$ cat src/rtl/gpio_pkg.sv
// Constants, types and helpers for the double-edge pad interface cell
//
// Summary of operation
// Single-rate input drives data bit 0
// Double-edge: rise sample bit 0, fall bit 1
// Unregistered alternate input toward clock networks; here alt_input is registered, one clk after pad_in
// Pad driven from output data bit 0
// Double-edge: bit 0 on rise, bit 1 on fall
// Drive enable passes directly or registered
// Launch clock times output and enable registers
// Capture clock times input registers independently
// Double-edge registers use both edges, 2-bit data
// Normal alignment moves each bit at its edge
// Resync alignment exchanges both bits on rise
// Resync input holds fall bit half period
// Single-ended differential cells lack double-edge mode
// Enable drives pad for output, else releases
// Each register picks rising or falling edge
// Optional inversion of registered output data
// Enable register stays single-rate in double-edge mode
package gpio_pkg;

  localparam int DATA_W = 2;
  localparam int ADDR_W = 4;
  localparam int BUF_DEPTH = 2;

  // Wishbone register map (byte addresses)
  localparam logic [ADDR_W-1:0] CTRL_OFS = 4'h0;
  localparam logic [ADDR_W-1:0] STATUS_OFS = 4'h4;

  // Control register fields, high bits first
  localparam int CFG_W = 10;
  localparam logic [31:0] CTRL_RST = 32'h0000_0000;

  // Status register fields
  localparam int ST_PAD = 0;
  localparam int ST_OVF = 1;
  localparam int ST_WORD = 2;
  localparam int ST_VALID = 4;

  typedef struct packed {
    logic out_invert;
    logic oe_fall;
    logic out_fall;
    logic in_fall;
    logic resync;
    logic ddr;
    logic oe_reg;
    logic out_reg;
    logic in_reg;
    logic single_ended;
  } cfg_s;

  typedef struct packed {
    logic fall_bit;
    logic rise_bit;
  } word_s;

  typedef enum {PATH_BYPASS, PATH_SDR, PATH_DDR_NORMAL, PATH_DDR_RESYNC} path_mode_e;

  // Path mode from configuration; single-ended cells never go double-edge
  function automatic path_mode_e path_mode(input logic reg_en, input cfg_s c);
    if (!reg_en) begin
      return PATH_BYPASS;
    end else if (!c.ddr || c.single_ended) begin
      return PATH_SDR;
    end else if (c.resync) begin
      return PATH_DDR_RESYNC;
    end
    return PATH_DDR_NORMAL;
  endfunction

endpackage

$ cat src/rtl/double_edge_mode_word_buffer.sv
// Shift-organised word buffer with valid/ready on both sides
`timescale 1ns/10ps
module double_edge_mode_word_buffer #(
  parameter int WIDTH = gpio_pkg::DATA_W,
  parameter int DEPTH = gpio_pkg::BUF_DEPTH
) (
  input wire logic clk,
  input wire logic rst_n,
  input wire logic [WIDTH-1:0] in_data,
  input wire logic in_valid,
  output logic in_ready,
  output logic [WIDTH-1:0] out_data,
  output logic out_valid,
  input wire logic out_ready
);
  import gpio_pkg::*;

  localparam int CW = $clog2(DEPTH + 1);

  logic [WIDTH-1:0] mem_ff [DEPTH];
  logic [CW-1:0] cnt_ff;
  logic [CW-1:0] nxt_cnt;
  logic push;
  logic pop;

  assign push = in_valid && in_ready;
  assign pop = out_valid && out_ready;
  assign out_data = mem_ff[0];

  always_comb begin
    nxt_cnt = cnt_ff;
    if (push && !pop) begin
      nxt_cnt = cnt_ff + CW'(1);
    end else if (pop && !push) begin
      nxt_cnt = cnt_ff - CW'(1);
    end
  end

  always_ff @(posedge clk) begin
    if (!rst_n) begin
      cnt_ff <= '0;
      out_valid <= 1'b0;
      in_ready <= 1'b0;
    end else begin
      cnt_ff <= nxt_cnt;
      out_valid <= nxt_cnt != '0;
      in_ready <= nxt_cnt < CW'(DEPTH);
    end
  end

  // Head at entry 0; a pop shifts the rest down
  for (genvar i = 0; i < DEPTH; i++) begin : g_entry
    logic [WIDTH-1:0] above;
    if (i == DEPTH - 1) begin : g_top
      assign above = mem_ff[i];
    end else begin : g_mid
      assign above = mem_ff[i+1];
    end
    always_ff @(posedge clk) begin
      if (pop) begin
        mem_ff[i] <= (push && cnt_ff == CW'(i + 1)) ? in_data : above;
      end else if (push && cnt_ff == CW'(i)) begin
        mem_ff[i] <= in_data;
      end
    end
  end

endmodule

$ cat src/rtl/gpio_double_edge_mode_pad_interface.sv
// Pad interface cell: input, output and enable paths with double-edge option
//
// Design decisions made here: the placing of the registers and register access over Wishbone.
`timescale 1ns/10ps
module gpio_double_edge_mode_pad_interface (
  input wire logic clk,
  input wire logic rst_n,
  // Wishbone slave
  input wire logic wb_cyc_i,
  input wire logic wb_stb_i,
  input wire logic wb_we_i,
  input wire logic [gpio_pkg::ADDR_W-1:0] wb_adr_i,
  input wire logic [3:0] wb_sel_i,
  input wire logic [31:0] wb_dat_i,
  output logic [31:0] wb_dat_o,
  output logic wb_ack_o,
  // Fabric side
  input wire logic pad_capture_clock,
  input wire logic pad_launch_clock,
  input wire logic [gpio_pkg::DATA_W-1:0] core_output_data,
  input wire logic pad_drive_enable,
  output gpio_pkg::word_s core_input_data,
  output logic core_input_valid,
  input wire logic core_input_ready,
  output logic alt_input,
  // Pad
  input wire logic pad_in,
  output logic pad_out,
  output logic pad_oe_n
);
  import gpio_pkg::*;

  // ----------------------------------------------------------------
  // Register bus
  // ----------------------------------------------------------------
  logic [31:0] ctrl_ff;
  logic ovf_ff;
  logic wb_req;
  logic wb_hit;
  logic wr_ctrl;
  logic wr_status;
  cfg_s cfg;

  assign wb_req = wb_cyc_i && wb_stb_i && !wb_ack_o;
  // Writes land at the edge where the master samples ack
  assign wb_hit = wb_cyc_i && wb_stb_i && wb_ack_o && wb_we_i;
  assign wr_ctrl = wb_hit && wb_adr_i == CTRL_OFS;
  assign wr_status = wb_hit && wb_adr_i == STATUS_OFS;
  assign cfg = cfg_s'(ctrl_ff[CFG_W-1:0]);

  always_ff @(posedge clk) begin
    if (!rst_n) begin
      wb_ack_o <= 1'b0;
    end else begin
      wb_ack_o <= wb_req;
    end
  end

  always_ff @(posedge clk) begin
    if (!rst_n) begin
      ctrl_ff <= CTRL_RST;
    end else if (wr_ctrl) begin
      for (int b = 0; b < 4; b++) begin
        if (wb_sel_i[b]) begin
          ctrl_ff[b*8 +: 8] <= wb_dat_i[b*8 +: 8];
        end
      end
    end
  end

  logic pad_ff;
  word_s last_word_ff;

  always_ff @(posedge clk) begin
    if (!rst_n) begin
      wb_dat_o <= 32'h0000_0000;
    end else if (wb_req && !wb_we_i) begin
      wb_dat_o <= 32'h0000_0000;
      if (wb_adr_i == CTRL_OFS) begin
        wb_dat_o <= {{(32 - CFG_W){1'b0}}, ctrl_ff[CFG_W-1:0]};
      end else if (wb_adr_i == STATUS_OFS) begin
        wb_dat_o[ST_PAD] <= pad_ff;
        wb_dat_o[ST_OVF] <= ovf_ff;
        wb_dat_o[ST_WORD +: DATA_W] <= last_word_ff;
        wb_dat_o[ST_VALID] <= core_input_valid;
      end
    end
  end

  // ----------------------------------------------------------------
  // Clock edge detection
  // ----------------------------------------------------------------
  logic cap_prev_ff;
  logic lau_prev_ff;
  logic cap_rise;
  logic cap_fall;
  logic lau_rise;
  logic lau_fall;

  always_ff @(posedge clk) begin
    if (!rst_n) begin
      cap_prev_ff <= 1'b0;
      lau_prev_ff <= 1'b0;
    end else begin
      cap_prev_ff <= pad_capture_clock;
      lau_prev_ff <= pad_launch_clock;
    end
  end

  assign cap_rise = pad_capture_clock && !cap_prev_ff;
  assign cap_fall = !pad_capture_clock && cap_prev_ff;
  assign lau_rise = pad_launch_clock && !lau_prev_ff;
  assign lau_fall = !pad_launch_clock && lau_prev_ff;

  // ----------------------------------------------------------------
  // Input path
  // ----------------------------------------------------------------
  path_mode_e in_mode;
  path_mode_e out_mode;
  logic in_edge;
  logic fall_hold_ff;
  word_s nxt_word;
  logic nxt_push;
  logic buf_ready;

  assign in_mode = path_mode(cfg.in_reg, cfg);
  assign out_mode = path_mode(cfg.out_reg, cfg);
  assign in_edge = cfg.in_fall ? cap_fall : cap_rise;

  always_ff @(posedge clk) begin
    if (!rst_n) begin
      pad_ff <= 1'b0;
      alt_input <= 1'b0;
    end else begin
      pad_ff <= pad_in;
      alt_input <= pad_in;
    end
  end

  always_comb begin
    nxt_word = last_word_ff;
    nxt_push = 1'b0;
    unique case (in_mode)
      PATH_BYPASS: begin
        nxt_word = '{fall_bit: 1'b0, rise_bit: pad_in};
        nxt_push = pad_in != last_word_ff.rise_bit;
      end
      PATH_SDR: begin
        nxt_word = '{fall_bit: 1'b0, rise_bit: pad_in};
        nxt_push = in_edge;
      end
      PATH_DDR_NORMAL: begin
        if (cap_rise) begin
          nxt_word.rise_bit = pad_in;
          nxt_push = 1'b1;
        end else if (cap_fall) begin
          nxt_word.fall_bit = pad_in;
          nxt_push = 1'b1;
        end
      end
      PATH_DDR_RESYNC: begin
        nxt_word = '{fall_bit: fall_hold_ff, rise_bit: pad_in};
        nxt_push = cap_rise;
      end
    endcase
  end

  always_ff @(posedge clk) begin
    if (!rst_n) begin
      fall_hold_ff <= 1'b0;
    end else if (cap_fall) begin
      fall_hold_ff <= pad_in;
    end
  end

  always_ff @(posedge clk) begin
    if (!rst_n) begin
      last_word_ff <= '0;
    end else if (nxt_push) begin
      last_word_ff <= nxt_word;
    end
  end

  // Overflow is sticky; a new loss wins over a software clear
  always_ff @(posedge clk) begin
    if (!rst_n) begin
      ovf_ff <= 1'b0;
    end else if (nxt_push && !buf_ready) begin
      ovf_ff <= 1'b1;
    end else if (wr_status && wb_sel_i[0] && wb_dat_i[ST_OVF]) begin
      ovf_ff <= 1'b0;
    end
  end

  double_edge_mode_word_buffer #(
    .WIDTH(DATA_W),
    .DEPTH(BUF_DEPTH)
  ) u_buf (
    .clk(clk),
    .rst_n(rst_n),
    .in_data(nxt_word),
    .in_valid(nxt_push),
    .in_ready(buf_ready),
    .out_data(core_input_data),
    .out_valid(core_input_valid),
    .out_ready(core_input_ready)
  );

  // ----------------------------------------------------------------
  // Output and enable paths
  // ----------------------------------------------------------------
  logic out_edge;
  logic oe_edge;
  logic fall_out_ff;
  logic out_q_ff;

  assign out_edge = cfg.out_fall ? lau_fall : lau_rise;
  assign oe_edge = cfg.oe_fall ? lau_fall : lau_rise;

  // Resync output: both bits taken on rise, fall bit held for the fall
  always_ff @(posedge clk) begin
    if (!rst_n) begin
      fall_out_ff <= 1'b0;
    end else if (lau_rise) begin
      fall_out_ff <= core_output_data[1];
    end
  end

  always_ff @(posedge clk) begin
    if (!rst_n) begin
      out_q_ff <= 1'b0;
    end else begin
      unique case (out_mode)
        PATH_BYPASS: out_q_ff <= core_output_data[0];
        PATH_SDR: begin
          if (out_edge) begin
            out_q_ff <= core_output_data[0];
          end
        end
        PATH_DDR_NORMAL: begin
          if (lau_rise) begin
            out_q_ff <= core_output_data[0];
          end else if (lau_fall) begin
            out_q_ff <= core_output_data[1];
          end
        end
        PATH_DDR_RESYNC: begin
          if (lau_rise) begin
            out_q_ff <= core_output_data[0];
          end else if (lau_fall) begin
            out_q_ff <= fall_out_ff;
          end
        end
      endcase
    end
  end

  logic invert;
  assign invert = cfg.out_invert && out_mode != PATH_BYPASS;

  always_ff @(posedge clk) begin
    if (!rst_n) begin
      pad_out <= 1'b0;
    end else begin
      pad_out <= invert ? !out_q_ff : out_q_ff;
    end
  end

  // Registered enable stays single-rate on the chosen launch edge; with oe_reg clear it follows pad_drive_enable every clk
  always_ff @(posedge clk) begin
    if (!rst_n) begin
      pad_oe_n <= 1'b1;
    end else if (!cfg.oe_reg || oe_edge) begin
      pad_oe_n <= !pad_drive_enable;
    end
  end
endmodule

$ cat config.mk
export PLATFORM = sky130hd
export DESIGN_NAME = gpio_double_edge_mode_pad_interface
export DESIGN_NICKNAME = d
export VERILOG_FILES = /design/src/rtl/gpio_pkg.sv /design/src/rtl/double_edge_mode_word_buffer.sv /design/src/rtl/gpio_double_edge_mode_pad_interface.sv
export SDC_FILE = /design/constraint.sdc
export NUM_CORES = 1
export LEC_CHECK = 0
export ABC_CLOCK_PERIOD_IN_PS = 2500
export BUFFER_PORTS_ARGS = -buffer_cell sky130_fd_sc_hd__clkbuf_2
export CAP_MARGIN = 40
export CORE_ASPECT_RATIO = 0.8
export CORE_MARGIN = 4
export CORE_UTILIZATION = 40
export DETAILED_ROUTE_END_ITERATION = 8
export GPL_TIMING_DRIVEN = 0
export PLACE_DENSITY = 0.68
export SYNTH_ARGS = -nofsm -noshare
export SYNTH_HDL_FRONTEND = slang
export SYNTH_SLANG_ARGS = --single-unit
$ cat constraint.sdc
create_clock -name clk -period 2.5 [get_ports clk]
set_input_delay 0.375 -clock clk [delete_from_list [all_inputs] [get_ports clk]]
set_output_delay 0.375 -clock clk [all_outputs]
set_load 0.005 [all_outputs]
* Yosys cells after proc, flatten, opt, wreduce, memory -nomap -nowiden
Memories as Yosys holds them, arrays and structs flattened.
Cells that the tools add are included.
** Word-level totals
- RAM bits :: 4
- Word-level logic and storage cells :: 131
- Memories kept :: 1
- Output and inout bits :: 39
- Flip-flop bits (word level) :: 58
** Cells by class
- $lt $le $gt $ge :: 1
- Equal/unequal tests :: 13
- Bitwise gates (word level) :: 2
- Reductions and logical operators :: 48
- Add/subtract/negate cells :: 2
- Muxes and demuxes :: 46
** Memory list
- u_buf.mem_ff :: words 2, width 2, read ports 2, clocked after memory_dff 0, wr ports 2, RTL line double_edge_mode_word_buffer.sv:20 : logic [WIDTH-1:0] mem_ff [DEPTH];
** Operators by type and width (count)
- $eq A32 B2 Y1 const B :: 4
- $mux W32 :: 3
- $eq A32 B1 Y1 const B :: 2
- $logic_not A32 Y1 :: 2
- $reduce_bool A32 Y1 :: 1
- $mux W1 :: 28
- $logic_and A1 B1 Y1 :: 22
- $mux W2 :: 9
- $mux W5 :: 3
- $logic_not A1 Y1 :: 13
- $pmux W1 S4 :: 2
- $ne A3 B3 Y1 const B :: 2
- $pmux W2 S3 :: 1
- $eq A4 B3 Y1 const B :: 1
- $logic_not A4 Y1 :: 1
- $reduce_and A2 Y1 :: 2
- $reduce_bool A2 Y1 :: 2
- $reduce_and A3 Y1 :: 1
- $add A2 B1 Y2 const B :: 1
- $eq A2 B1 Y1 const B :: 1
- $eq A2 B2 Y1 const B :: 1
- $logic_not A2 Y1 :: 1
- $logic_or A1 B1 Y1 :: 2
- $lt A2 B2 Y1 const B :: 1
- other kinds (5) :: 6

* Longest topological paths before layout
- Depth after elaboration :: 13
- Depth in mapped cells :: 8

* By module
A second synthesis with hierarchy kept.
** Unflattened totals
- Cell total of the unflattened synthesis :: 223
- Area total of the unflattened synthesis :: 2084.5 µm²
** By module, submodules not included
- gpio_double_edge_mode_pad_interface :: cells each 185, area each 1666.6 µm², instances 1
- double_edge_mode_word_buffer :: cells each 38, area each 417.9 µm², instances 1

* Worst setup path after synthesis
No wires, ideal clock.
- Kind :: input port to flip-flop
- Start :: input pad_capture_clock
- End :: memory u_buf.mem_ff[0][0] in the netlist's numbering (data pin)
- Required time :: 2238 ps
- Stages :: 8
- Arrival :: 1892 ps
- Path slack :: 346 ps
- Path buffers :: 1
- Library setup time :: 262 ps
- Cell sequence :: inv_1 ha_1 or2_1 a211o_1 and3_1 buf_6 nor2_4 mux2_1
** RTL lines
- start: declaration :: RTL line gpio_double_edge_mode_pad_interface.sv:18 : input wire logic pad_capture_clock,
- end: declaration :: RTL line double_edge_mode_word_buffer.sv:20

==> flow_summary.ini <==
[clock_tree]
h-tree-depth = 2
clock_path_buffers = 2
numCtsBuffers = 5
ctsResizeCount = 0
root_buffer = clkbuf_8
cts_tree = yes
clk_latency_ns = 0.29
cts.sink_count = 40
post_cts.repair.setup_buffers = 0
clk_pin_slew_ns = 0.08
hold_buffers = 0

[place]
port_buffers = 43
dpl-instance-area_sq_um = 2480
dp_slack_ns = 0.111
gp_congestion = 0.821
dp_hpwl_mm = 3.75
dp.cells = 364

[routing]
drt_first_pass_iters = 4
routed_wl_mm = 4.67
via_per_inst = 4.73
drtIter0Drc = 76
wl_met3_microns = 297
route.detailed.drc = 0
routedWlPerCell_microns = 12.6
ant_nets = 0
wl_met2_mm = 2.02
vias = 1761
dr.max_layer_used = met4
wl_met1_mm = 2.29

[worst_setup_path]
reg2reg_depth = 7
critPathSlowestCell = mux2_1
max_stage_delay_ns = 0.33
cp_cell_sequence = ha_1, or2_1, a211o_1, and3_1, buf_6, nor2_4, mux2_1
cp_data_arrival_time_ns = 2.17
r2r-start = cap_prev_ff
path_class = reg2reg
critPathLaunchType = register
cp_top_family = simple AND/OR/NAND/NOR gates
setup.worst_path.end_class = register
r2r-end = u_buf.mem_ff[0][1]
cp_max_fo = 5
crit_required_ns = 2.55
ff2ff_setup_slack_ns = 0.37
crit_buf_inv = 1

[sta]
whs_ns = 0.307
worst_pin_slew_ns = 0.568
fin_crit_sh_pct = 85.1
finClkSkew_ns = 0.00671
worst_slack_ns = 0.374
slew_headroom_pct = 61.8
fmax_ghz = 0.470
fin_tns_setup_ns = 0
rsz0062_at_grt = false
finalHoldViolCount = 0
finalMaxSlewViolations = 0
setup_viol = 0
final.min_clock_period_ns = 2.13

[yosys]
yosys_most_used_dff = dfxtp_1
yosysTopAreaCellShare_pct = 34.2
ys_top_cells_by_count = dfxtp_1, nand2_1, nor2_1
synth.avg_cell_area_sq_um = 8.86
yosys.area.top_type = dfxtp_1
async_reset_ff_share_pct = 0
synth_most_common_cell = dfxtp_1
synthTopCellsByArea = dfxtp_1, buf_4, mux2i_1, edfxtp_1, nand2_1
yosys_warnings = 0
synth_edf_count = 4
ys_seq_elements = 40
synth_area_sq_um = 2110
ys_types = 42
postSynthCellCount = 238
ys_seq_area_share_pct = 39.9

[die]
core_sq_um = 5060
die-area_sq_um = 6500
die-width_microns = 89.2
die_h_microns = 72.9
rows = 23
boundaryPins = 91
start_util_pct = 41.6

[power_and_ir_drop]
power_mw = 1.69
leakage_nw = 1.16
vdd_drop_max_mv = 0.304
power_density_nw_per_um2 = 653

[layout]
seq_area_sq_um = 841
multi_input_area_sq_um = 1090
fillers = 498
area_delta_synth_final_pct = 22.7
utilization_pct = 51.1
diodes = 0
final_nets = 368
fin_area_sq_um = 2590
finalNonFillerCells = 372
drive_above_1_share_pct = 26.5

[worst_hold_path]
worstHoldStart = wb_dat_i[2]
whs_endpoint = ctrl_ff[2]
hp-class = in2reg
hold_depth = 3

[grt]
antenna_found_initial = 0
grt_max_degree = 13
grt_pass1_vias = 1567
grt_usage_pct = 14.4
grt_pass1_wl_mm = 7.20
overflow = 0

[flow_run]
cap_violations = 0

[status]
status = complete, no violations
[power by group]
group | leakage [nW] | internal [mW] | switching (mW)
logic | 0.770 | 0.198 | 0.221
clock network | 0.0552 | 0.296 | 0.222
registers | 0.331 | 0.711 | 0.0419
[per-layer routing]
| layer | up-vias | GRT usage [%] |
|---|---|---|
| met5 | - | 0 |
| met1 | 796 | 19.8 |
| met3 | 4 | 3.84 |
| met4 | 0 | 4.96 |
| li1 | 912 | - |
| met2 | 49 | 21.8 |
[final cells by class]
type                            instances  share of cell area (%)
Multi-Input combinational cell        177                    42.0
Sequential cell                        40                    32.5
Buffer                                 32                    8.56
Timing Repair Buffer                   43                    8.32
Tap cell                               62                    3.00
Clock buffer                            6                    2.80
Inverter                               10                    1.45
Clock inverter                          2                    1.35
[worst reg2reg max path, stage by stage, from the launching register on]
cell and delay (ns):
dfxtp_1 0.31, ha_1 0.27, or2_1 0.23, a211o_1 0.30, and3_1 0.20, buf_6 0.14, nor2_4 0.12, mux2_1 0.33
[flip-flops by register name (all words and copies together) (netlist names), 2 cells and up]
signal        count
last_word_ff      2
u_buf.mem_ff      4
wb_dat_o         10
ctrl_ff          10
u_buf.cnt_ff      2
[logic make-up after synthesis]
group,count (synthesis),share of synthesized area [%]
flip-flops,40,39.9
other,1,0.178
adder cells (fa/ha/maj),7,4.15
multiplexers,20,9.67
AO/OA/AOI/OAI,36,11.4
XOR/XNOR,3,2.14
buffers and inverters,42,12.3
AND/OR/NAND/NOR,89,20.3
[cell usage in the layout (no fill, tap or decap), types with 2 or more instances in the layout]
| master | count |
|---|---|
| buf_6 | 2 |
| clkbuf_1 | 8 |
| or3_1 | 3 |
| conb_1 | 22 |
| xor2_1 | 2 |
| a21oi_1 | 16 |
| nor2_1 | 24 |
| and3_1 | 2 |
| nand2_1 | 30 |
| buf_4 | 23 |
| edfxtp_1 | 4 |
| a31oi_1 | 2 |
| a211o_1 | 2 |
| nor3_1 | 8 |
| o21ai_0 | 3 |
| clkbuf_2 | 43 |
| mux2i_1 | 17 |
| nand2b_1 | 3 |
| inv_1 | 10 |
| dfxtp_1 | 36 |
| a2111oi_2 | 2 |
| and2_1 | 5 |
| a211oi_1 | 2 |
| a22oi_1 | 5 |
| ha_1 | 7 |
| clkbuf_8 | 5 |
| nand3_1 | 4 |
| mux2_1 | 2 |
[how the worst max path moves through the flow]
stage | start | endpoint | slack, ns | depth (start not counted)
final | cap_prev_ff | u_buf.mem_ff[0][1] | 0.37 | 7
after global routing | cap_prev_ff | u_buf.mem_ff[0][0] | 0.29 | 7
after CTS | cap_prev_ff | u_buf.mem_ff[0][1] | 0.36 | 7
after detailed placement | pad_capture_clock | u_buf.mem_ff[0][1] | 0.11 | 9
after global placement | pad_capture_clock | u_buf.mem_ff[0][0] | 0.14 | 9
after floorplan | pad_capture_clock | u_buf.mem_ff[0][0] | 0.35 | 8
Power figures use the tool's default switching activity.
